[src/dsli_pkg.sv]
package dsli_pkg;
	// frame variants
	localparam int FRAME_LEN_14 = 16;
	localparam int CODE_LEN_14 = 14;
	localparam int FRAME_LEN_16 = 24;
	localparam int CODE_LEN_16 = 16;
	localparam int MODE_BITS = 2;
	// power-down modes
	localparam logic [1:0] PD_NORMAL = 2'h0;
	localparam logic [1:0] PD_1K = 2'h1;
	localparam logic [1:0] PD_100K = 2'h2;
	localparam logic [1:0] PD_HIZ = 2'h3;
	// reset values
	localparam logic [15:0] CODE_RESET = 16'h0000;
	localparam logic [1:0] MODE_RESET = 2'h0;
	// controller shift-clock divider: half period in system clocks
	localparam int CLK_HZ = 50000000;
	localparam int SCLK_HALF_DEFAULT = 4;
	// least frame-select high time between writes
	localparam int SYNC_HIGH_NS = 20;
	localparam int CLK_PERIOD_NS = 1000000000 / CLK_HZ;
	localparam int SYNC_HIGH_CYC = (SYNC_HIGH_NS + CLK_PERIOD_NS - 1) / CLK_PERIOD_NS < 1 ? 1 :
		(SYNC_HIGH_NS + CLK_PERIOD_NS - 1) / CLK_PERIOD_NS;
	// controller register map
	localparam logic [1:0] REG_DATA = 2'h0;
	localparam logic [1:0] REG_CTRL = 2'h1;
	localparam logic [1:0] REG_STATUS = 2'h2;
	localparam int CTRL_GO_BIT = 0;
	localparam int STATUS_BUSY_BIT = 0;
	localparam int STATUS_DONE_BIT = 1;
endpackage

[src/dsli_if.sv]
`timescale 1ns/10ps
interface dsli_if;
	logic frame_sel_n;
	logic sclk;
	logic sdata;
	modport ctrl (output frame_sel_n, output sclk, output sdata);
	modport dev (input frame_sel_n, input sclk, input sdata);
endinterface

[src/dsli_device.sv]
`timescale 1ns/10ps
module dsli_device #(
	parameter bit WIDE = 1'b0
) (
	// clock and reset
	input wire logic clk,
	input wire logic resetn,
	// link
	dsli_if.dev link,
	// converter side
	output logic [15:0] code,
	output logic [1:0] pd_mode,
	output logic out_enable,
	output logic pd_1k,
	output logic pd_100k,
	output logic load_pulse
);
	localparam int FLEN = WIDE ? dsli_pkg::FRAME_LEN_16 : dsli_pkg::FRAME_LEN_14;
	localparam int CLEN = WIDE ? dsli_pkg::CODE_LEN_16 : dsli_pkg::CODE_LEN_14;
	localparam int MLEN = dsli_pkg::MODE_BITS;
	// the fall that executes the frame: 16th or 18th
	localparam int EXEC = MLEN + CLEN;
	localparam int CW = 5;

	typedef enum logic [1:0] {
		DSLI_RX_IDLE = 2'b00,
		DSLI_RX_SHIFT = 2'b01,
		DSLI_RX_DONE = 2'b10
	} dsli_rx_state_e;

	// synchronised pins
	logic [2:0] pins;
	logic sel_n;
	logic sck;
	logic sd;
	// pin history for edge detection
	logic sel_d;
	logic sck_d;
	logic next_sel_d;
	logic next_sck_d;
	logic sel_fall;
	logic sck_fall;
	// frame receiver
	dsli_rx_state_e rx_st;
	dsli_rx_state_e next_rx_st;
	logic [FLEN-1:0] shreg;
	logic [FLEN-1:0] next_shreg;
	logic [CW-1:0] cnt;
	logic [CW-1:0] next_cnt;
	logic exec;
	logic [EXEC-1:0] word;
	// results
	logic [15:0] next_code;
	logic [1:0] next_pd_mode;
	logic next_load;
	logic [3:0] mode_hot;

	////////////////////////////////////////////////////////////
	// edge test on synchronised levels
	function automatic logic dsli_fell(input logic prev, input logic now);
		return prev & ~now;
	endfunction

	// one-hot view of the mode bits; all zero never occurs
	function automatic logic [3:0] dsli_mode_hot(input logic [1:0] mode);
		logic [3:0] hot;
		hot = 4'h0;
		hot[mode] = 1'b1;
		return hot;
	endfunction

	////////////////////////////////////////////////////////////
	dsli_sync #(.WIDTH(3)) u_sync (
		.clk(clk),
		.resetn(resetn),
		.din({link.frame_sel_n, link.sclk, link.sdata}),
		.dout(pins)
	);
	assign sel_n = pins[2];
	assign sck = pins[1];
	assign sd = pins[0];

	////////////////////////////////////////////////////////////
	always_comb begin
		next_sel_d = sel_n;
		next_sck_d = sck;
	end

	// history resets to the synchroniser's idle output, so leaving reset shows no false select fall
	always_ff @(posedge clk) begin
		if (!resetn) begin
			sel_d <= 1'b1;
			sck_d <= 1'b1;
		end else begin
			sel_d <= next_sel_d;
			sck_d <= next_sck_d;
		end
	end

	assign sel_fall = dsli_fell(sel_d, sel_n);
	assign sck_fall = dsli_fell(sck_d, sck);

	////////////////////////////////////////////////////////////
	always_comb begin
		next_rx_st = rx_st;
		next_shreg = shreg;
		next_cnt = cnt;
		exec = 1'b0;
		word = '0;
		unique case (rx_st)
			DSLI_RX_IDLE: begin
				// a frame opens only on a fresh select fall
				if (sel_fall) begin
					next_shreg = '0;
					next_cnt = '0;
					next_rx_st = DSLI_RX_SHIFT;
				end
			end
			DSLI_RX_SHIFT: begin
				if (sel_n) begin
					// select up before the executing fall throws the frame away
					next_shreg = '0;
					next_cnt = '0;
					next_rx_st = DSLI_RX_IDLE;
				end else if (sck_fall) begin
					next_shreg = {shreg[FLEN-2:0], sd};
					next_cnt = cnt + CW'(1);
					if (cnt == CW'(EXEC - 1)) begin
						exec = 1'b1;
						word = {shreg[EXEC-2:0], sd};
						next_rx_st = DSLI_RX_DONE;
					end
				end
			end
			DSLI_RX_DONE: begin
				// later falls and a late select rise leave the result alone
				if (sel_n) begin
					next_shreg = '0;
					next_cnt = '0;
					next_rx_st = DSLI_RX_IDLE;
				end
			end
			default: begin
				next_shreg = '0;
				next_cnt = '0;
				next_rx_st = DSLI_RX_IDLE;
			end
		endcase
	end

	always_ff @(posedge clk) begin
		if (!resetn) begin
			rx_st <= DSLI_RX_IDLE;
			shreg <= '0;
			cnt <= '0;
		end else begin
			rx_st <= next_rx_st;
			shreg <= next_shreg;
			cnt <= next_cnt;
		end
	end

	////////////////////////////////////////////////////////////
	always_comb begin
		next_code = code;
		next_pd_mode = pd_mode;
		next_load = 1'b0;
		if (exec) begin
			next_pd_mode = word[EXEC-1 -: MLEN];
			next_code = 16'(word[CLEN-1:0]);
			next_load = 1'b1;
		end
	end

	always_ff @(posedge clk) begin
		if (!resetn) begin
			code <= dsli_pkg::CODE_RESET;
			pd_mode <= dsli_pkg::MODE_RESET;
			load_pulse <= 1'b0;
		end else begin
			code <= next_code;
			pd_mode <= next_pd_mode;
			load_pulse <= next_load;
		end
	end

	// output stage follows the mode; high impedance is all three low
	assign mode_hot = dsli_mode_hot(pd_mode);

	always_comb begin
		out_enable = mode_hot[dsli_pkg::PD_NORMAL];
		pd_1k = mode_hot[dsli_pkg::PD_1K];
		pd_100k = mode_hot[dsli_pkg::PD_100K];
	end
endmodule

[src/dsli_sync.sv]
`timescale 1ns/10ps
module dsli_sync #(
	parameter int WIDTH = 3
) (
	// clock and reset
	input wire logic clk,
	input wire logic resetn,
	// asynchronous in, synchronous out
	input wire logic [WIDTH-1:0] din,
	output logic [WIDTH-1:0] dout
);
	logic [WIDTH-1:0] stage1;
	logic [WIDTH-1:0] next_stage1;
	logic [WIDTH-1:0] next_dout;

	always_comb begin
		next_stage1 = din;
		next_dout = stage1;
	end

	// idle pattern is all ones so that a select looks high from reset
	always_ff @(posedge clk) begin
		if (!resetn) begin
			stage1 <= '1;
			dout <= '1;
		end else begin
			stage1 <= next_stage1;
			dout <= next_dout;
		end
	end
endmodule
[src/flat_wrapper.sv]
// flat-port wrapper written by rule: the top's interface ports become plain ports
module dsli_device_flat 
#(
	parameter bit WIDE = 1'b0
)
  (clk, resetn, code, pd_mode, out_enable, pd_1k, pd_100k, load_pulse, link_frame_sel_n, link_sclk, link_sdata);
  dsli_if link_i ();
  input wire logic clk;
  input wire logic resetn;
  output logic [15:0] code;
  output logic [1:0] pd_mode;
  output logic out_enable;
  output logic pd_1k;
  output logic pd_100k;
  output logic load_pulse;
  input wire logic [$bits(link_i.frame_sel_n)-1:0] link_frame_sel_n;
  input wire logic [$bits(link_i.sclk)-1:0] link_sclk;
  input wire logic [$bits(link_i.sdata)-1:0] link_sdata;
  assign link_i.frame_sel_n = link_frame_sel_n;
  assign link_i.sclk = link_sclk;
  assign link_i.sdata = link_sdata;
  dsli_device #(.WIDE(WIDE)) u_core (.clk(clk), .resetn(resetn), .link(link_i), .code(code), .pd_mode(pd_mode), .out_enable(out_enable), .pd_1k(pd_1k), .pd_100k(pd_100k), .load_pulse(load_pulse));
endmodule
[config.mk]
export PLATFORM = sky130hd
export DESIGN_NAME = dsli_device_flat
export DESIGN_NICKNAME = d
export VERILOG_FILES = /design/src/dsli_pkg.sv /design/src/dsli_if.sv /design/src/dsli_device.sv /design/src/dsli_sync.sv /design/src/flat_wrapper.sv
export SDC_FILE = /design/constraint.sdc
export NUM_CORES = 1
export LEC_CHECK = 0
export BUFFER_PORTS_ARGS = -buffer_cell sky130_fd_sc_hd__buf_2
export CELL_PAD_IN_SITES_DETAIL_PLACEMENT = 1
export CELL_PAD_IN_SITES_GLOBAL_PLACEMENT = 1
export CORE_ASPECT_RATIO = 1.75
export CORE_UTILIZATION = 40
export CTS_BUF_LIST = sky130_fd_sc_hd__clkbuf_8
export DETAILED_ROUTE_END_ITERATION = 7
export GPL_TIMING_DRIVEN = 0
export PLACE_DENSITY_LB_ADDON = 0.1
export RECOVER_POWER = 50
export SLEW_MARGIN = 10
export SYNTH_ARGS = -nofsm -noshare
export SYNTH_HDL_FRONTEND = slang
export SYNTH_SLANG_ARGS = --single-unit
[constraint.sdc]
create_clock -name clk -period 1.5 [get_ports clk]
set_input_delay 0.075 -clock clk [delete_from_list [all_inputs] [get_ports clk]]
set_output_delay 0.075 -clock clk [all_outputs]
set_load 0.02 [all_outputs]
==> summary.md, run 1 <==
| Metric | Value |
|---|---|
| WHS | `about 0.17 ns` |
| Status | `finished, violations left` |
| VDD IR-drop max | `0.000708 V` |
| Die ar. | `0.00493 mm²` |
| Compound-gate portion of the synthesized area | `around 2.8%` |
| Residual DRC | `0` |
| Num CTS Buffers | `5` |
| R2R Setup Slk | `-0.03 ns` |
| Critical R2R Launch | `u_core.cnt[0]$_SDFFE_PN0P_` |
| Cells after synthesis | `between 150 and 200` |
| PortBufs | `24` |
| CP max stage delay | `0.35 ns` |
| Clock sink count | `47` |
| HPWL Detailed | `roughly 2.9 mm` |
| Failing checks | `negative setup slack` |
| Max-slew violation count | `0` |
| Post-synth EDFFs | `0` |
| Fin nets | `around 240` |
| Critical path launch point type | `flop` |
| Clk root buf | `clkbuf_8` |
| Top cells by area, synth | `dfxtp_1 51%, mux2i_1 18%, nand2_1 7.5%` |
| RR Endpoint | `u_core.pd_mode[1]$_SDFFE_PN0P_` |
| Pwr per Cell Area | `1020 mW/mm²` |
| Crit Path Class | `flop to flop` |
| Core Footprint | `about 0.0044 mm²` |
| Die span in y | `approximately 92 µm` |
| RSZ-0062 raised after global routing | `yes` |
| FF-to-FF path depth | `8` |
| GRT overflow | `0` |
| ANT cells | `0` |
| Synth Area per Inst | `slightly below 10 µm²` |
| Die width | `approximately 54 µm` |
| Seq/Total Area, Yosys | `around half` |
| Ys Warns | `0` |
| Yosys top cell area share | `approximately half` |
| Post-Layout Inst Area | `0.00230 mm²` |
| Antenna violations before repair | `0` |
| Yosys top cell by area | `dfxtp_1` |
| CTS tree | `yes` |
| P&R area growth vs syn | `23.7%` |
| Synthesized area | `around 0.0019 mm²` |
| Synth Area in XOR/XNOR | `0%` |
| Crit end category | `flop` |
| Routed Antenna Nets | `0` |
| Setup TNS after final layout | `-0.0857 ns` |
| Most frequent CP cell | `ha_4` |
| WP data required | `around 1.7 ns` |
| Hold path startpoint | `resetn` |
| Cell Rows | `32` |
| Critical-path maximum fanout | `5` |
| Final Power | `2350 µW` |
| Largest net degree at the start of global routing | `16` |
| Fmax | `between 0.6 and 0.7 GHz` |
| Routed vias/inst | `approximately 5.0` |
| Mux contribution to synthesized area | `17.8%` |
| IO Pins | `27` |
| Post-synth top flop | `dfxtp_1` |
| Worst EP arrival | `around 1.7 ns` |
| Endpoints failing setup | `11` |
| Number of detailed-route iterations in the first pass | `4` |
| Placer Congestion | `~0.72` |
| Initial Util | `41.8%` |
| Hold EP | `u_core.code[3]$_SDFFE_PN0P_` |
| Vias post-DR | `around 1400` |
| Worst Skew | `around 0.0061 ns` |
| Hold Crit Depth | `3` |
| Worst Hold Class | `input port to flop` |
| Yosys reg bits | `47` |
| Post-DR wirelength/cell | `around 15 µm` |
| Tot GR Track Use | `a little under a fifth` |
| Leakage | `roughly 0.00097 µW` |
| Synth cell types | `30` |
| First-pass GRT wire length | `6.71 mm` |
| Fin worst setup slack | `-0.0257 ns` |
| WP buf/inv | `2` |
| Max-cap violations | `0` |
| Crit path cell chain | `ha_4 > and3_4 > ha_4 > nand3_2 > buf_8 > buf_12 > mux2i_1 > nor2_1` |
| Slowest cell on the critical path | `dfxtp_2` |
| Adder-Cell Fraction of Synth Area | `about 1.3%` |
| Vias in the first global route | `between 1500 and 2000` |
| Clock Pin Slew Worst Setup and Hold Paths | `around 0.090 ns` |
| Clock tree buffer depth | `2` |
| Simple-Gate Fraction of Synth Area | `about a fifth` |
| Final hold viol count | `0` |
| DR iter-0 viols | `21` |
| Clk_lat worst skew | `roughly 0.3 ns` |
| WL final | `4.13 mm` |
| Family with the most delay on the worst path | `flip-flops` |
| Tmin final | `1.53 ns` |
| Main combinational cell family by area after synthesis | `simple AND/OR/NAND/NOR gates` |
| Async S/R FF share, synth | `0%` |
| Crit share post-route | `102%` |
| Layout cell share with drive strength beyond 1 | `19.5%` |
| CTS H-tree depth | `2` |
| Post-DP Area | `0.00207 mm²` |
## synth_stat cells, drive strengths merged (3+ instances only)
cell    instances
mux2i          33
dfxtp          47
nand2b          8
nand2          37
buf            10
nor2           19
o21ai           3
inv             3
nand3           6
nor2b           3
## power breakdown
part | total (µW) | leakage (µW) | switching (µW) | internal, µW
Clock | 996 | 0.0000618 | 447 | 549
Sequential | 1260 | 0.000382 | 6.10 | 1260
Combinational | 94.7 | 0.000529 | 54.1 | 40.6
Total | 2350 | 0.000972 | 507 | 1850
## cell type report
type | instances | area [µm²]
buffer | 12 | 105
clock buffer | 6 | 82.6
clock inverter | 2 | 38.8
fill | 509 | 2150
inverter | 4 | 15.0
multi-input combinational | 125 | 836
sequential | 47 | 945
tap | 51 | 63.8
timing repair buffer | 35 | 210
## sequential cells by signal (all words and copies together), names as in the netlist
signal	flops
u_core.code	14
u_core.rx_st	2
u_core.sck_d	1
u_core.pd_mode	2
u_core.u_sync.next_dout	3
u_core.u_sync.dout	3
u_core.load_pulse	1
u_core.sel_d	1
u_core.cnt	5
u_core.shreg	15
## logic make-up after synthesis
logic type                 count (synthesis)
DFF                                       47
other                                      1
adders and majority gates                  2
AOI/OAI and AO/OA                          8
buffers and inverters                     16
and+or+nand+nor                           80
muxes                                     33
## cell usage in the layout, fill, tap and decap left out, types with 2 or more instances in the layout
cell | netlist | layout
dfxtp_2 | 0 | 3
clkbuf_1 | 2 | 18
nand2b_1 | 8 | 8
o21ai_0 | 3 | 3
buf_2 | 3 | 10
ha_4 | 0 | 2
mux2i_1 | 33 | 33
inv_1 | 3 | 3
nor2_1 | 19 | 19
dlygate4sd3_1 | 0 | 3
buf_4 | 3 | 11
nand2_1 | 37 | 37
dfxtp_1 | 47 | 44
conb_1 | 1 | 2
buf_6 | 3 | 2
nand3_1 | 5 | 5
nor2b_1 | 2 | 2
clkbuf_8 | 0 | 6
o31a_1 | 2 | 2
## metal layers
| layer | vias up | track usage, % | wire (µm) |
|---|---|---|---|
| li1 | 693 | - | - |
| met1 | 673 | 16.9 | 1550 |
| met2 | 32 | 36.4 | 2370 |
| met3 | 9 | 3.65 | 106 |
| met4 | 0 | 10.5 | 109 |
| met5 | - | 0 | 0 |
## tightest hold or removal path: cells and delay by family
kind | cells | cell delay, ns
buf+inv | 2 | 0.28
simple gates | 1 | 0.07
## timing repair
item,4_1_cts,5_1_grt
setup endpoints to repair,9,23
hold endpoints to repair,3,0
gates resized for setup,4,3
setup buffers,7,0
pin swaps,2,6
cloned,1,0
hold buffers,3,0
## through the flow
step / util, % / worst slack, ns / instances
2_1_floorplan: - / 0.0213 / 188
3_3_place_gp: 46.5 / -0.0687 / 263
3_5_place_dp: 46.5 / -0.130 / 263
4_1_cts: 52.0 / -0.0305 / 282
5_1_grt: 51.7 / -0.0804 / 282
6_report: 51.7 / -0.0257 / 282
## how the worst max path moves through the flow
| stage | slack, ns | start | end | cells after the start |
|---|---|---|---|---|
| floorplan | 0.02 | u_core.cnt[0]$_SDFFE_PN0P_ | u_core.pd_mode[1]$_SDFFE_PN0P_ | 8 |
| global placement | -0.07 | u_core.cnt[0]$_SDFFE_PN0P_ | u_core.code[12]$_SDFFE_PN0P_ | 8 |
| detailed placement | -0.13 | u_core.cnt[0]$_SDFFE_PN0P_ | u_core.code[10]$_SDFFE_PN0P_ | 8 |
| CTS | -0.03 | u_core.cnt[0]$_SDFFE_PN0P_ | u_core.code[11]$_SDFFE_PN0P_ | 8 |
| global route | -0.08 | u_core.cnt[0]$_SDFFE_PN0P_ | u_core.pd_mode[0]$_SDFFE_PN0P_ | 8 |
| finish | -0.03 | u_core.cnt[0]$_SDFFE_PN0P_ | u_core.pd_mode[1]$_SDFFE_PN0P_ | 8 |
Note: power is estimated with default switching activity, not from simulation.
==> run 2: changes to the inputs <==
- PLACE_DENSITY: not set -> 0.76
- PLACE_DENSITY_LB_ADDON: 0.1 -> not set
==> summary.md, run 2 (synthesis results as in run 1) <==
| Metric | Value |
|---|---|
| Status | `finished, violations left (unchanged)` |
| Failing checks | `negative setup slack (unchanged)` |
| Final core occ | `50.9% (was 51.7%)` |
| Clk root buf | `clkbuf_8 (unchanged)` |
| Worst EP arrival | `1.71 ns (was 1.72 ns)` |
| Antenna violations before repair | `0 (unchanged)` |
| Slowest cell on the critical path | `dfxtp_2 (unchanged)` |
| Met2 wire len | `2.02 mm (was 2.37 mm)` |
| Commonest non-fill, non-tap cell in the layout | `dfxtp_1 (unchanged)` |
| Crit Path Class | `flop to flop (unchanged)` |
| Clock Pin Slew Worst Setup and Hold Paths | `0.08 ns (was 0.09 ns)` |
| HPWL Detailed | `2.57 mm (was 2.87 mm)` |
| Initial Util | `41.8% (unchanged)` |
| IO Pins | `27 (unchanged)` |
| Commonest cells after routing, fill and taps aside | `45 x dfxtp_1, 37 x nand2_1, 33 x mux2i_1, 19 x nor2_1, 17 x clkbuf_1 (was 44 x dfxtp_1, 37 x nand2_1, 33 x mux2i_1, 19 x nor2_1, 18 x clkbuf_1)` |
| Clk_lat worst skew | `0.30 ns (about the same)` |
| Num CTS Buffers | `5 (unchanged)` |
| Most frequent CP cell | `ha_4 (unchanged)` |
| Crit end category | `flop (unchanged)` |
| Fin worst setup slack | `-0.0185 ns (was -0.0257 ns)` |
| Met3 routed WL | `98 µm (was 106 µm)` |
| Biggest regs | `u_core.shreg x15, u_core.code x14, u_core.cnt x5 (unchanged)` |
| Fmax | `0.659 GHz (was 0.655 GHz)` |
| ANT cells | `0 (unchanged)` |
| Max-slew violation count | `0 (unchanged)` |
| Critical-path maximum fanout | `5 (unchanged)` |
| Post-DR wirelength/cell | `13.2 µm (was 14.7 µm)` |
| Largest net degree at the start of global routing | `14 (was 16)` |
| Routed Antenna Nets | `0 (unchanged)` |
| Crit share post-route | `101% (was 102%)` |
| Die ar. | `0.00493 mm² (unchanged)` |
| Area of the multi-input gates | `836 µm² (unchanged)` |
| PortBufs | `24 (unchanged)` |
| WL final | `3.70 mm (was 4.13 mm)` |
| Reg power frac | `59.5% (was 53.7%)` |
| DR iter-0 viols | `7 (was 21)` |
| GRT overflow | `0 (unchanged)` |
| Routed vias/inst | `4.91 (was 4.99)` |
| Tmin final | `1.52 ns (was 1.53 ns)` |
| Cell Rows | `32 (unchanged)` |
| Crit path cell chain | `ha_4 > and3_4 > ha_4 > nand3_2 > buf_8 > buf_12 > mux2i_1 > nor2_1 (unchanged)` |
| Tot GR Track Use | `17.2% (was 19.0%)` |
| # fillers | `536 (was 509)` |
| Die span in y | `92.1 µm (unchanged)` |
| Register area | `943 µm² (was 945 µm²)` |
| Placer Congestion | `0.750 (was 0.725)` |
| Total internal power | `1660 µW (was 1850 µW)` |
| Residual DRC | `0 (unchanged)` |
| Number of detailed-route iterations in the first pass | `4 (unchanged)` |
| Clock group share of total power | `36.1% (was 42.3%)` |
| Leakage | `0.000966 µW (was 0.000972 µW)` |
| Final hold viol count | `0 (unchanged)` |
| P&R area growth vs syn | `21.9% (was 23.7%)` |
| Power share of the combinational group | `4.4% (was 4.0%)` |
| Largest register FFs | `15 (unchanged)` |
| First-pass GRT wire length | `6.21 mm (was 6.71 mm)` |
| Pwr per Cell Area | `937 mW/mm² (was 1020 mW/mm²)` |
| WP data required | `1.69 ns (about the same)` |
| Core Footprint | `0.00444 mm² (unchanged)` |
| Die width | `53.5 µm (unchanged)` |
| Endpoints failing setup | `6 (was 11)` |
| Post-route met1 wirelength | `1.53 mm (was 1.55 mm)` |
| Clock sink count | `47 (unchanged)` |
| Fin nets | `237 (unchanged)` |
| Max-cap violations | `0 (unchanged)` |
| Top sig layer | `met4 (unchanged)` |
| CTS H-tree depth | `2 (unchanged)` |
| Switching power | `462 µW (was 507 µW)` |
| Sw Ratio | `21.8% (was 21.6%)` |
| Clock tree buffer depth | `2 (unchanged)` |
| Layout cell share with drive strength beyond 1 | `19.1% (was 19.5%)` |
| Most flop-heavy register | `u_core.shreg (unchanged)` |
| Vias post-DR | `1381 (was 1407)` |
| Vias in the first global route | `1405 (was 1519)` |
| VDD IR-drop max | `0.000810 V (was 0.000708 V)` |
| RSZ-0062 raised after global routing | `yes (unchanged)` |
| CTS tree | `yes (unchanged)` |
| CP max stage delay | `0.34 ns (was 0.35 ns)` |
| Worst Hold Class | `input port to flop (unchanged)` |
| Worst Skew | `0.00705 ns (was 0.00607 ns)` |
| Critical path launch point type | `flop (unchanged)` |
| WHS | `0.168 ns (was 0.170 ns)` |
## run 2: cell count changes in the layout (fill, tap and decap cells not counted), sizes merged
cell	before	now
clkinv	1	2
inv	4	3
buf	26	27
clkbuf	24	23
bufinv	1	0
## run 2: layout make-up
class	count	share of cell area, %
Clock inverter	1	0.221
Inverter	4	0.663
Sequential cell	47	41.7
Clock buffer	6	3.65
Multi-Input combinational cell	125	36.9
Buffer	12	4.53
Tap cell	51	2.82
Timing Repair Buffer	35	9.51
## run 2: critical path: cells and delay by family (launching register included)
family	cells	cell delay (ns)
mux	1	0.20
buf+inv	2	0.26
fa+ha+maj	2	0.32
simple gates	3	0.29
flops	1	0.34
## run 2: through the flow
step	setup WS [ns]	std cells	setup TNS, ns	area (µm²)	power (µW)
CTS	-0.0388	280	-0.190	2270	2150
finish	-0.0185	281	-0.0359	2260	2120
floorplan	0.0213	188	0	1880	1360
global placement	-0.0863	263	-0.732	2070	1380
global route	-0.0888	281	-0.951	2260	2210
detailed placement	-0.127	263	-0.894	2070	1380
## run 2: layer usage
layer | global-route usage, % | up-vias
met5 | 0 | -
met4 | 5.26 | 0
met3 | 3.98 | 5
met2 | 31.8 | 26
met1 | 17.9 | 658
li1 | - | 692
## run 2: power groups by stage
stage,Clock [µW],Combinational (µW),Sequential [µW]
detailed placement,0,88.6,1290
CTS,795,94.8,1260
global placement,0,87.2,1290
floorplan,0,66.1,1290
finish,765,92.7,1260
global route,842,101,1260
## run 2: final timing paths
check                                                        end                                   from  depth (start not counted)  slack [ns]
worst min register to register  u_core.u_sync.dout[0]$_SDFF_PN1_  u_core.u_sync.next_dout[0]$_SDFF_PN1_                          1        0.42
worst max-delay path              u_core.pd_mode[0]$_SDFFE_PN0P_             u_core.cnt[1]$_SDFFE_PN0P_                          8       -0.02
worst min-delay path                  u_core.cnt[0]$_SDFFE_PN0P_                                 resetn                          3        0.17
worst max register to register    u_core.pd_mode[0]$_SDFFE_PN0P_             u_core.cnt[1]$_SDFFE_PN0P_                          8       -0.02
## run 2: timing repair
item,CTS,global route
cloned,1,0
hold endpoints to repair,3,0
setup buffers,6,1
resized for setup,4,1
hold buffers,3,0
pin swaps,2,3
setup endpoints to repair,9,16
==> run 3: changes to the inputs <==
- CELL_PAD_IN_SITES_DETAIL_PLACEMENT: 1 -> not set
- CELL_PAD_IN_SITES_GLOBAL_PLACEMENT: 1 -> not set
- PLACE_DENSITY: 0.76 -> 0.62
==> summary.md, run 3 (synthesis results as in run 1) <==
| Metric | Value |
|---|---|
| DR iter-0 viols | `28 (was 7)` |
| First-pass GRT wire length | `5.85 mm (was 6.21 mm)` |
| VDD IR-drop max | `0.000631 V (was 0.000810 V)` |
| Crit end category | `flop (unchanged)` |
| Endpoints failing setup | `0 (was 6)` |
| Die width | `53.5 µm (unchanged)` |
| RSZ-0062 raised after global routing | `yes (unchanged)` |
| Leakage | `0.000918 µW (was 0.000966 µW)` |
| Largest register FFs | `15 (unchanged)` |
| R2R Setup Slk | `0.02 ns (was -0.02 ns)` |
| Clk_lat worst skew | `0.31 ns (was 0.30 ns)` |
| Pwr per Cell Area | `1020 mW/mm² (was 937 mW/mm²)` |
| Vias post-DR | `1340 (was 1381)` |
| Crit Path Class | `flop to flop (unchanged)` |
| IO Pins | `27 (unchanged)` |
| Vias in the first global route | `1277 (was 1405)` |
| Fin nets | `231 (was 237)` |
| Clock sink count | `47 (unchanged)` |
| Die span in y | `92.1 µm (unchanged)` |
| Worst Skew | `0.0132 ns (was 0.00705 ns)` |
| Number of detailed-route iterations in the first pass | `4 (unchanged)` |
| Clock tree buffer depth | `2 (unchanged)` |
| Non-filler instance count after layout | `276 (was 281)` |
| Die ar. | `0.00493 mm² (unchanged)` |
| CTS H-tree depth | `2 (unchanged)` |
| Critical path launch point type | `flop (unchanged)` |
| Placed insts | `263 (unchanged)` |
| Post-DP Area | `0.00207 mm² (unchanged)` |
| Worst EP arrival | `1.68 ns (was 1.71 ns)` |
| P&R area growth vs syn | `21.6% (was 21.9%)` |
| WL final | `3.34 mm (was 3.70 mm)` |
| Routed Antenna Nets | `0 (unchanged)` |
| CTS tree | `yes (unchanged)` |
| ANT cells | `0 (unchanged)` |
| GRT overflow | `0 (unchanged)` |
| Num CTS Buffers | `5 (unchanged)` |
| Routed vias/inst | `4.86 (was 4.91)` |
| Tmin final | `1.48 ns (was 1.52 ns)` |
| Cell Rows | `32 (unchanged)` |
| Core Footprint | `0.00444 mm² (unchanged)` |
| Critical R2R Launch | `u_core.cnt[0]$_SDFFE_PN0P_ (was u_core.cnt[1]$_SDFFE_PN0P_)` |
| WHS | `0.157 ns (was 0.168 ns)` |
| Fmax | `0.677 GHz (was 0.659 GHz)` |
| Initial Util | `41.8% (unchanged)` |
| Post-DR wirelength/cell | `12.1 µm (was 13.2 µm)` |
| Status | `completed (was finished, violations left)` |
| Max-cap violations | `0 (unchanged)` |
| Layout cell share with drive strength beyond 1 | `16.0% (was 19.1%)` |
| Commonest cells after routing, fill and taps aside | `45 x dfxtp_1, 37 x nand2_1, 31 x mux2i_1, 22 x clkbuf_1, 19 x nor2_1 (was 45 x dfxtp_1, 37 x nand2_1, 33 x mux2i_1, 19 x nor2_1, 17 x clkbuf_1)` |
| Biggest regs | `u_core.shreg x15, u_core.code x14, u_core.cnt x5 (unchanged)` |
| Residual DRC | `0 (unchanged)` |
| Tot GR Track Use | `16.5% (was 17.2%)` |
| Antenna violations before repair | `0 (unchanged)` |
| WP data required | `1.70 ns (was 1.69 ns)` |
| Crit share post-route | `98.5% (was 101%)` |
| Worst Hold Class | `input port to flop (unchanged)` |
| Post-Layout Inst Area | `0.00226 mm² (about the same)` |
| Hold Crit Depth | `3 (unchanged)` |
| Commonest non-fill, non-tap cell in the layout | `dfxtp_1 (unchanged)` |
| HPWL Detailed | `2.24 mm (was 2.57 mm)` |
| Most flop-heavy register | `u_core.shreg (unchanged)` |
| Hold EP | `u_core.code[4]$_SDFFE_PN0P_ (was u_core.cnt[0]$_SDFFE_PN0P_)` |
| Max-slew violation count | `0 (unchanged)` |
| Clock Pin Slew Worst Setup and Hold Paths | `0.09 ns (was 0.08 ns)` |
| PortBufs | `24 (unchanged)` |
| Clk root buf | `clkbuf_8 (unchanged)` |
| FF-to-FF path depth | `7 (was 8)` |
| Largest net degree at the start of global routing | `17 (was 14)` |
| Critical-path maximum fanout | `7 (was 5)` |
| Placer Congestion | `0.743 (was 0.750)` |
| Final hold viol count | `0 (unchanged)` |
| RR Endpoint | `u_core.code[5]$_SDFFE_PN0P_ (was u_core.pd_mode[0]$_SDFFE_PN0P_)` |
| Hold path startpoint | `resetn (unchanged)` |
## run 3: cell types whose count changed in the layout (fill, tap and decap cells not counted), sizes merged
cell / delta
inv: +1
bufinv: +1
buf: -12
clkbuf: +5
## run 3: metal layers
metal / wire length, µm / up-vias / track usage (%)
li1: - / 689 / -
met1: 1450 / 623 / 18.3
met2: 1700 / 22 / 27.5
met3: 119 / 6 / 4.48
met4: 74 / 0 / 7.89
met5: 0 / - / 0
## run 3: repair_timing
item | CTS | global route
setup buffers | 3 | 0
resized for setup | 3 | 3
pin swaps | 1 | 3
cloned | 0 | 1
hold endpoints to repair | 3 | 0
hold buffers | 3 | 0
endpoints found under the setup margin | 9 | 17
## run 3: worst max-delay path: stages, from the launching register on
cell,delay (ns)
dfxtp_2,0.35
ha_4,0.16
and3_4,0.18
ha_4,0.17
nand3_4,0.11
buf_12,0.15
mux2i_2,0.20
nor2_1,0.07
## run 3: worst max-delay path by stage
stage,startpoint,to
after floorplan,u_core.cnt[0]$_SDFFE_PN0P_,u_core.pd_mode[1]$_SDFFE_PN0P_
after global placement,u_core.cnt[0]$_SDFFE_PN0P_,u_core.code[6]$_SDFFE_PN0P_
after detailed placement,u_core.cnt[0]$_SDFFE_PN0P_,u_core.pd_mode[0]$_SDFFE_PN0P_
after CTS,u_core.cnt[0]$_SDFFE_PN0P_,u_core.pd_mode[1]$_SDFFE_PN0P_
after global routing,u_core.cnt[0]$_SDFFE_PN0P_,u_core.code[5]$_SDFFE_PN0P_
final,u_core.cnt[0]$_SDFFE_PN0P_,u_core.code[5]$_SDFFE_PN0P_
## run 3: report_power, final
group	internal (µW)	total [µW]	switching, µW
logic	40.4	91.6	51.1
clock network	505	959	454
registers	1260	1260	5.51
## run 3: cell type report
| class | instances | area [µm²] |
|---|---|---|
| Clock inverter | 3 | 47.5 |
| Timing Repair Buffer | 31 | 185 |
| Tap cell | 51 | 63.8 |
| Clock buffer | 5 | 68.8 |
| Sequential cell | 47 | 943 |
| Buffer | 10 | 82.6 |
| Multi-Input combinational cell | 125 | 851 |
| Inverter | 4 | 15.0 |
| Fill cell | 441 | 2190 |
## run 3: through the flow
stage	TNS, ns	total power [µW]	util [%]	setup WS [ns]
2_1_floorplan	0	1360	-	0.0213
3_3_place_gp	-0.706	1380	46.5	-0.0874
3_5_place_dp	-0.793	1380	46.5	-0.0948
5_1_grt	-0.134	2400	50.8	-0.0426
6_report	0	2310	50.8	0.0221
4_1_cts	-0.0125	2350	50.9	-0.00639
